<file path="config.mk">
export PLATFORM = sky130hd
export DESIGN_NAME = lsmd_driver
export DESIGN_NICKNAME = d
export VERILOG_FILES = /design/src/hdl/lsmd_pkg.sv /design/src/hdl/lsmd_driver.sv
export VERILOG_INCLUDE_DIRS = /design/src /design/src/hdl
export SDC_FILE = /design/constraint.sdc
export NUM_CORES = 1
export LEC_CHECK = 0
export ABC_AREA = 1
export BUFFER_PORTS_ARGS = -buffer_cell sky130_fd_sc_hd__buf_2
export CORE_AREA = 8 8 241 289
export CTS_CLUSTER_DIAMETER = 30
export DETAILED_ROUTE_END_ITERATION = 8
export DIE_AREA = 0 0 249 297
export PLACE_DENSITY = 0.55
export SLEW_MARGIN = 20
export SYNTH_ARGS = -nofsm -noshare
export SYNTH_HDL_FRONTEND = slang
export SYNTH_SLANG_ARGS = --single-unit
</file>
<file path="constraint.sdc">
create_clock -name pclk -period 10.1 [get_ports pclk]
set_input_delay 1.515 -clock pclk [delete_from_list [all_inputs] [get_ports pclk]]
set_output_delay 1.515 -clock pclk [all_outputs]
set_load 0.02 [all_outputs]
</file>
<file path="src/hdl/lsmd_regs.svh">
// Register offsets, field positions, reset values and timing counts of the LCD segment driver
`ifndef LSMD_REGS_SVH
`define LSMD_REGS_SVH

// ====================================================================
// Register offsets (byte addresses, one 32-bit word each)
`define LSMD_CTRL_OFS 12'h000
`define LSMD_STATUS_OFS 12'h004
`define LSMD_PORT14_OFS 12'h008
`define LSMD_PORT15_OFS 12'h00c
`define LSMD_DISP_BASE 12'h100
`define LSMD_WORD_BYTES 12'h004

// ====================================================================
// Control register fields
`define LSMD_CTRL_MODE_LSB 0
`define LSMD_CTRL_MODE_MSB 2
`define LSMD_CTRL_KSE_BIT 4
`define LSMD_CTRL_EN_BIT 8

// ====================================================================
// Display memory layout
`define LSMD_MAX_SEG 32
`define LSMD_SEG_LARGE 32
`define LSMD_SEG_SMALL 24
`define LSMD_NIBBLE_BYTES 4
`define LSMD_NIBBLE_MASK 8'h0f
`define LSMD_KEYSEG_LO 16
`define LSMD_KEYSEG_HI 20
`define LSMD_KEY_BITS 4

// ====================================================================
// Reset values and timing
`define LSMD_PORT_RST 8'h00
`define LSMD_STATIC_COM 8'h0f
`define LSMD_SLOT_CYCLES 16

`endif

</file>
<file path="src/hdl/lsmd_pkg.sv">
// Types shared by the LCD segment driver
`default_nettype none
package lsmd_pkg;

   typedef enum logic [2:0]
   {
      LSMD_MODE_STATIC = 3'h0,
      LSMD_MODE_HALF2 = 3'h1,
      LSMD_MODE_HALF3 = 3'h2,
      LSMD_MODE_THIRD3 = 3'h3,
      LSMD_MODE_THIRD4 = 3'h4,
      LSMD_MODE_QUARTER8 = 3'h5
   } lsmd_mode_t;

   typedef enum logic [2:0]
   {
      LSMD_ST_IDLE = 3'h1,
      LSMD_ST_DISP = 3'h2,
      LSMD_ST_KEYS = 3'h4
   } lsmd_state_t;

   typedef struct packed
   {
      lsmd_state_t state;
      lsmd_mode_t mode;
      logic kse;
      logic en;
      logic [7:0] port14;
      logic [7:0] port15;
      logic [31:0][7:0] disp;
      logic [3:0] slot;
      logic [15:0] div;
      logic [7:0] com;
      logic [31:0] seg;
      logic ks;
      logic pready;
      logic pslverr;
      logic [31:0] prdata;
   } lsmd_regs_t;

endpackage : lsmd_pkg
`default_nettype wire

</file>
<file path="src/hdl/lsmd_driver.sv">
// LCD segment and backplane multiplex driver with APB register access
// ====================================================================
// Summary of operation
// - Static: backplanes 0-3 driven together, 32/24 outputs
// - Half bias: 2 or 3 slices, lines 0-2
// - Third bias: 3 or 4 slices, lines 0-3
// - Quarter bias: 8 slices, outputs drop to 28/20
// - Key-scan adds slices plus one slots per frame
// - Each output reads its own display byte per slot
// - Bit one selects, bit zero deselects the output
// - Key-scan slots take data from port registers 14/15
// - Low nibble first half, high nibble second half
// - Unused slot bits ignored, free for storage
// - Upper nibble of first four bytes reads zero
//
// Local design decisions: the APB slave port and the register addresses.
`timescale 1ns/10ps
`default_nettype none
`include "lsmd_regs.svh"

module lsmd_driver
   import lsmd_pkg::*;
#(
   parameter bit LARGE_VARIANT = 1'b1,
   parameter logic [15:0] SLOT_CYCLES = 16'(`LSMD_SLOT_CYCLES)
)
(
   input wire logic pclk,
   input wire logic presetn,
   input wire logic psel,
   input wire logic penable,
   input wire logic pwrite,
   input wire logic [11:0] paddr,
   input wire logic [31:0] pwdata,
   output logic [31:0] prdata,
   output logic pready,
   output logic pslverr,
   output logic [7:0] backplane_line,
   output logic [31:0] front_electrode_out,
   output logic key_scan_period
);

   // ====================================================================
   // Constants
   localparam int NSEG = LARGE_VARIANT ? `LSMD_SEG_LARGE : `LSMD_SEG_SMALL;
   localparam logic [11:0] DISP_END = 12'(`LSMD_DISP_BASE + `LSMD_WORD_BYTES * NSEG);

   lsmd_regs_t r;
   lsmd_regs_t n;
   logic tick;
   logic acc_wr;
   logic [4:0] widx;
   logic [4:0] kslots;

   // ====================================================================
   // Functions
   function automatic logic [3:0] lsmd_slices(input lsmd_mode_t m);
      case (m)
         LSMD_MODE_STATIC: return 4'h1;
         LSMD_MODE_HALF2: return 4'h2;
         LSMD_MODE_HALF3: return 4'h3;
         LSMD_MODE_THIRD3: return 4'h3;
         LSMD_MODE_THIRD4: return 4'h4;
         LSMD_MODE_QUARTER8: return 4'h8;
         default: return 4'h1;
      endcase
   endfunction : lsmd_slices

   function automatic logic lsmd_is_disp(input logic [11:0] a);
      return (a >= `LSMD_DISP_BASE) && (a < DISP_END) && (a[1:0] == 2'h0);
   endfunction : lsmd_is_disp

   function automatic logic lsmd_addr_ok(input logic [11:0] a);
      return (a == `LSMD_CTRL_OFS) || (a == `LSMD_STATUS_OFS) || (a == `LSMD_PORT14_OFS)
         || (a == `LSMD_PORT15_OFS) || lsmd_is_disp(a);
   endfunction : lsmd_addr_ok

   function automatic logic [4:0] lsmd_widx(input logic [11:0] a);
      logic [11:0] d;
      d = (a - `LSMD_DISP_BASE) >> 2;
      return d[4:0];
   endfunction : lsmd_widx

   // Display slot: every byte except bytes 0-3 under quarter bias gives the bit of the active backplane line
   function automatic logic [31:0] lsmd_segs(input logic [31:0][7:0] mem, input logic [3:0] slot,
                                             input lsmd_mode_t m);
      logic [31:0] v;
      v = '0;
      for (int i = 0; i < `LSMD_MAX_SEG; i++)
      begin
         // Low-nibble bytes cannot hold eight slices, so quarter bias drops them
         if (i < NSEG && !(m == LSMD_MODE_QUARTER8 && i < `LSMD_NIBBLE_BYTES))
         begin
            v[i] = mem[i][slot[2:0]];
         end
      end
      return v;
   endfunction : lsmd_segs

   // Key-scan slot: port bits drive outputs 16-23 as plain levels
   function automatic logic [31:0] lsmd_keys(input logic [7:0] p14, input logic [7:0] p15,
                                             input logic second);
      logic [31:0] v;
      v = '0;
      for (int j = 0; j < `LSMD_KEY_BITS; j++)
      begin
         v[`LSMD_KEYSEG_LO + j] = second ? p14[`LSMD_KEY_BITS + j] : p14[j];
         v[`LSMD_KEYSEG_HI + j] = second ? p15[`LSMD_KEY_BITS + j] : p15[j];
      end
      return v;
   endfunction : lsmd_keys

   function automatic logic [7:0] lsmd_com(input lsmd_state_t s, input logic [3:0] slot,
                                           input lsmd_mode_t m);
      logic [7:0] v;
      v = '0;
      if (s == LSMD_ST_DISP)
      begin
         if (m == LSMD_MODE_STATIC)
         begin
            v = `LSMD_STATIC_COM;
         end
         else
         begin
            v[slot[2:0]] = 1'b1;
         end
      end
      return v;
   endfunction : lsmd_com

   // ====================================================================
   // Next state
   always_comb
   begin
      n = r;
      tick = (r.div == SLOT_CYCLES - 16'h0001);
      acc_wr = psel && penable && pwrite && r.pready && !r.pslverr;
      widx = lsmd_widx(paddr);
      kslots = 5'(lsmd_slices(r.mode)) + 5'h01;

      // Slot sequencer
      n.div = tick ? 16'h0000 : r.div + 16'h0001;
      case (r.state)
         LSMD_ST_IDLE:
         begin
            n.div = 16'h0000;
            n.slot = 4'h0;
            if (r.en)
            begin
               n.state = LSMD_ST_DISP;
            end
         end
         LSMD_ST_DISP:
         begin
            if (tick)
            begin
               if (r.slot + 4'h1 >= lsmd_slices(r.mode))
               begin
                  n.slot = 4'h0;
                  n.state = r.kse ? LSMD_ST_KEYS : LSMD_ST_DISP;
               end
               else
               begin
                  n.slot = r.slot + 4'h1;
               end
            end
         end
         LSMD_ST_KEYS:
         begin
            if (tick)
            begin
               if (5'(r.slot) + 5'h01 >= kslots)
               begin
                  n.slot = 4'h0;
                  n.state = LSMD_ST_DISP;
               end
               else
               begin
                  n.slot = r.slot + 4'h1;
               end
            end
         end
         default:
         begin
            n.state = LSMD_ST_IDLE;
         end
      endcase
      if (!r.en)
      begin
         n.state = LSMD_ST_IDLE;
      end

      // APB: answer prepared in setup, write taken at the access edge
      n.pready = 1'b0;
      n.pslverr = 1'b0;
      if (psel && !penable)
      begin
         n.pready = 1'b1;
         n.pslverr = !lsmd_addr_ok(paddr);
         n.prdata = '0;
         if (paddr == `LSMD_CTRL_OFS)
         begin
            n.prdata[`LSMD_CTRL_MODE_MSB:`LSMD_CTRL_MODE_LSB] = r.mode;
            n.prdata[`LSMD_CTRL_KSE_BIT] = r.kse;
            n.prdata[`LSMD_CTRL_EN_BIT] = r.en;
         end
         else if (paddr == `LSMD_STATUS_OFS)
         begin
            n.prdata[7:0] = {r.state, r.ks, r.slot};
         end
         else if (paddr == `LSMD_PORT14_OFS)
         begin
            n.prdata[7:0] = r.port14;
         end
         else if (paddr == `LSMD_PORT15_OFS)
         begin
            n.prdata[7:0] = r.port15;
         end
         else if (lsmd_is_disp(paddr))
         begin
            n.prdata[7:0] = r.disp[widx];
         end
      end
      if (acc_wr)
      begin
         if (paddr == `LSMD_CTRL_OFS)
         begin
            n.mode = lsmd_mode_t'(pwdata[`LSMD_CTRL_MODE_MSB:`LSMD_CTRL_MODE_LSB]);
            n.kse = pwdata[`LSMD_CTRL_KSE_BIT];
            n.en = pwdata[`LSMD_CTRL_EN_BIT];
            // Restart the frame so a slot never overruns the new slice count
            n.slot = 4'h0;
            n.div = 16'h0000;
            n.state = pwdata[`LSMD_CTRL_EN_BIT] ? LSMD_ST_DISP : LSMD_ST_IDLE;
         end
         else if (paddr == `LSMD_PORT14_OFS)
         begin
            n.port14 = pwdata[7:0];
         end
         else if (paddr == `LSMD_PORT15_OFS)
         begin
            n.port15 = pwdata[7:0];
         end
         else if (lsmd_is_disp(paddr))
         begin
            // Upper nibble of the first bytes does not exist
            n.disp[widx] = (widx < 5'(`LSMD_NIBBLE_BYTES)) ? (pwdata[7:0] & `LSMD_NIBBLE_MASK)
                                                            : pwdata[7:0];
         end
      end

      // Drive levels registered from the next slot state
      n.ks = (n.state == LSMD_ST_KEYS);
      n.com = lsmd_com(n.state, n.slot, n.mode);
      if (n.state == LSMD_ST_KEYS)
      begin
         n.seg = lsmd_keys(n.port14, n.port15,
                           ({1'b0, n.slot} << 1) >= (5'(lsmd_slices(n.mode)) + 5'h01));
      end
      else if (n.state == LSMD_ST_DISP)
      begin
         n.seg = lsmd_segs(n.disp, n.slot, n.mode);
      end
      else
      begin
         n.seg = '0;
      end
   end

   // ====================================================================
   // State register
   always_ff @(posedge pclk or negedge presetn)
   begin
      if (!presetn)
      begin
         r <= '{state: LSMD_ST_IDLE, mode: LSMD_MODE_STATIC, kse: 1'b0, en: 1'b0,
                port14: `LSMD_PORT_RST, port15: `LSMD_PORT_RST, disp: '0, slot: 4'h0,
                div: 16'h0000, com: 8'h00, seg: 32'h0000_0000, ks: 1'b0, pready: 1'b0,
                pslverr: 1'b0, prdata: 32'h0000_0000};
      end
      else
      begin
         r <= n;
      end
   end

   assign prdata = r.prdata;
   assign pready = r.pready;
   assign pslverr = r.pslverr;
   assign backplane_line = r.com;
   assign front_electrode_out = r.seg;
   assign key_scan_period = r.ks;
endmodule : lsmd_driver
`default_nettype wire

</file>
==> results.md <==
* Skew-Pair Late Insertion Delay at 0.60 ns
* Cts bufs inserted at 81
* Layout cells sized above 1 at 0.1025
* RSZ-0062 raised after global routing: false
* Final hold vios at 0
* Hold path depth at 1
* DRT Pass-1 Iters at 6
* Residual DRC at 0
* WL per Instance at 18.95 µm
* CTS sink cnt at 352
* Row count at 103
* Critical Path RT at 10.56 ns
* Post-Syn Instances at 2,887
* Commonest non-fill, non-tap cell in the layout: nand2_1
* Worst Path Max Fanout at 45
* MaxCap Viol Count at 0
* Core Util, Final at 0.3643
* Die Ht at 297 µm
* Core area at 65,080 µm²
* Die area at 73,950 µm²
* Ports at 124
* Final Max Slew Viols at 0
* Worst Reg-to-Reg Cells at 25
* Data arrival, critical path at 5.95 ns
* # setup viols final at 0
* Synth warn at 0
* TritonCTS clock tree: done
* Synth top area share at 0.4286
* Final nets at 2,949
* Number of global-route vias before repair at 18,200
* Setup TNS at 0 ns
* Pwr Density at 179.2 nW/µm²
* Actual slew at the worst max-slew pin at 1.090 ns
* Clock buffer depth at 3
* Lkg Pwr at 12.16 nW
* Setup Buffers After CTS at 0
* Overflow after GRT at 0
* Ys async rst share at 1.000
* Placer congestion estimate at 0.8973
* Die X at 249 µm
* Reg-to-reg endpoint: front_electrode_out[19]
* Setup CP Type: in -> reg
* Run status: completed
* R2R Path Start: r[371]
* Leading area contributor after synthesis: dfrtp_1
* Most frequent cells in the layout: nand2_1 (805), inv_1 (492), dfrtp_1 (351)
* Final min period at 5.490 ns
* Port bufs at 77
* WL final at 71.62 mm
* Final period util at 0.5435
* Slew margin rel. at 0.2698
* Seq/Total Area, Yosys at 0.4299
* Worst hold slack at 0.4606 ns
* First-pass GRT wire length at 110.5 mm
* Endpoint type of the worst setup path: register
* Hold WC Path Type: reg -> reg
* Multi-input logic area at 8633 µm²
* Post-detail-place hpwl at 47.21 mm
* Detail Route Antenna Nets at 0
* Initial core utilization at 0.3149
* Initial DRC Count at 1,624
* Setup Skew at 0.01689 ns
* Top FF cell, synth: dfrtp_1
* Min-Delay Endpoint: r[75]
* Clk slew on worst S/H paths at 0.05 ns
* Synthesized area at 20,490 µm²
* Synth-to-layout area growth at 15.68%
* EDFF count, synth at 0
* Filler cells at 6,860
* Clk root buf: clkbuf_16
* Worst reg2reg setup slack at 4.65 ns
* Vias at 18,440
* Mean post-synth cell area at 7.099 µm²
* H-tree depth at 3
* Gr usage total at 0.1896
* Synth Register Bits at 352
* Synth unique cells at 50
* Area contributors post-synth: dfrtp_1 (43%), nand2_1 (15%), inv_1 (9.0%)
* Vias per cell at 4.879
* Initial antenna violation count at 1
* Largest net degree at the start of global routing at 118
* Crit path launch type: input pin
* CTS Hold Bufs at 0
* Hold Path Origin: r[75]
* VDD IR-drop max at 141.6 µV
* Max Fclk at 182.2 MHz
* CTS resizes at 0
* Reg area at 8810 µm²
-- cell type report --
type | instances | share of cell area
diodes | 1 | 0.0001056
flip-flops and latches | 352 | 0.3716
well taps | 840 | 0.04433
inverters | 514 | 0.08138
clock inverters | 30 | 0.01525
repair buffers | 104 | 0.02523
clock buffers | 110 | 0.09790
multi-input cells | 1828 | 0.3642
-- logic make-up after synthesis --
family,after synthesis,share of synthesized area
DFF,352,0.4299
and+or+nand+nor,1228,0.2517
buffers and inverters,730,0.1548
adders and majority gates,19,0.01160
AOI/OAI and AO/OA,546,0.1474
xor gates and xnor gates,10,0.004274
other,2,0.0003665
-- critical path, cell delays in order --
cell	delay, ns
buf_2	0.16
nor2_4	0.51
nand2_1	0.13
nor2_2	0.16
nand3_2	0.26
inv_2	0.19
a21oi_4	0.16
nand2_4	0.52
inv_2	0.55
ha_1	0.38
a21oi_1	0.14
nor2_1	0.05
a211oi_1	0.34
nand2_2	0.28
o211ai_1	0.42
o21ai_1	0.12
-- Yosys cell counts (all sizes together), types with 12 or more instances --
master / n
o211ai: 20
nand2: 814
ha: 19
nand4: 33
or2: 12
a21oi: 30
o22ai: 126
clkbuf: 56
nor2: 171
dfrtp: 351
o21ai: 352
nor3: 16
nand3: 174
buf: 160
inv: 510
-- registers in the layout (all words and copies together), names as in the netlist --
name / flops
r: 300
front_electrode_out: 32
prdata: 9
backplane_line: 8
key_scan_period: 1
pready: 1
pslverr: 1
-- metal layers --
metal  share of wire  up-vias  track usage
met4           0.039        2      0.08335
met1            0.42     8656       0.2345
li1                -     9027            -
met3           0.066      144      0.03914
met5         0.00018        -            0
met2            0.47      610       0.3173
-- metrics by stage --
step	area, µm²	power (mW)	cells	setup slack (ns)
after floorplan	20580	1.576	2910	5.670
after global placement	21020	1.669	3638	3.992
after detailed placement	21020	1.669	3638	3.981
after CTS	23700	4.283	3778	4.634
after global routing	23700	4.373	3778	4.318
final	23710	4.247	3779	4.610
-- worst max-delay path by stage --
| stage | start | to | slack [ns] |
|---|---|---|---|
| finish | paddr[2] | front_electrode_out[19] | 4.61 |
| detailed placement | paddr[2] | front_electrode_out[19] | 3.98 |
| global placement | paddr[2] | front_electrode_out[19] | 3.99 |
| floorplan | paddr[4] | front_electrode_out[16] | 5.67 |
| CTS | r[371] | front_electrode_out[19] | 4.63 |
| global route | r[371] | front_electrode_out[19] | 4.32 |
-- where the power goes --
group	switching [mW]	total (mW)	internal [mW]
Combinational	0.160	0.203	0.0428
Clock	0.830	2.60	1.77
Sequential	0.0157	1.45	1.43
Total	1.01	4.25	3.24
No activity file was read; power rests on OpenSTA's default activity.
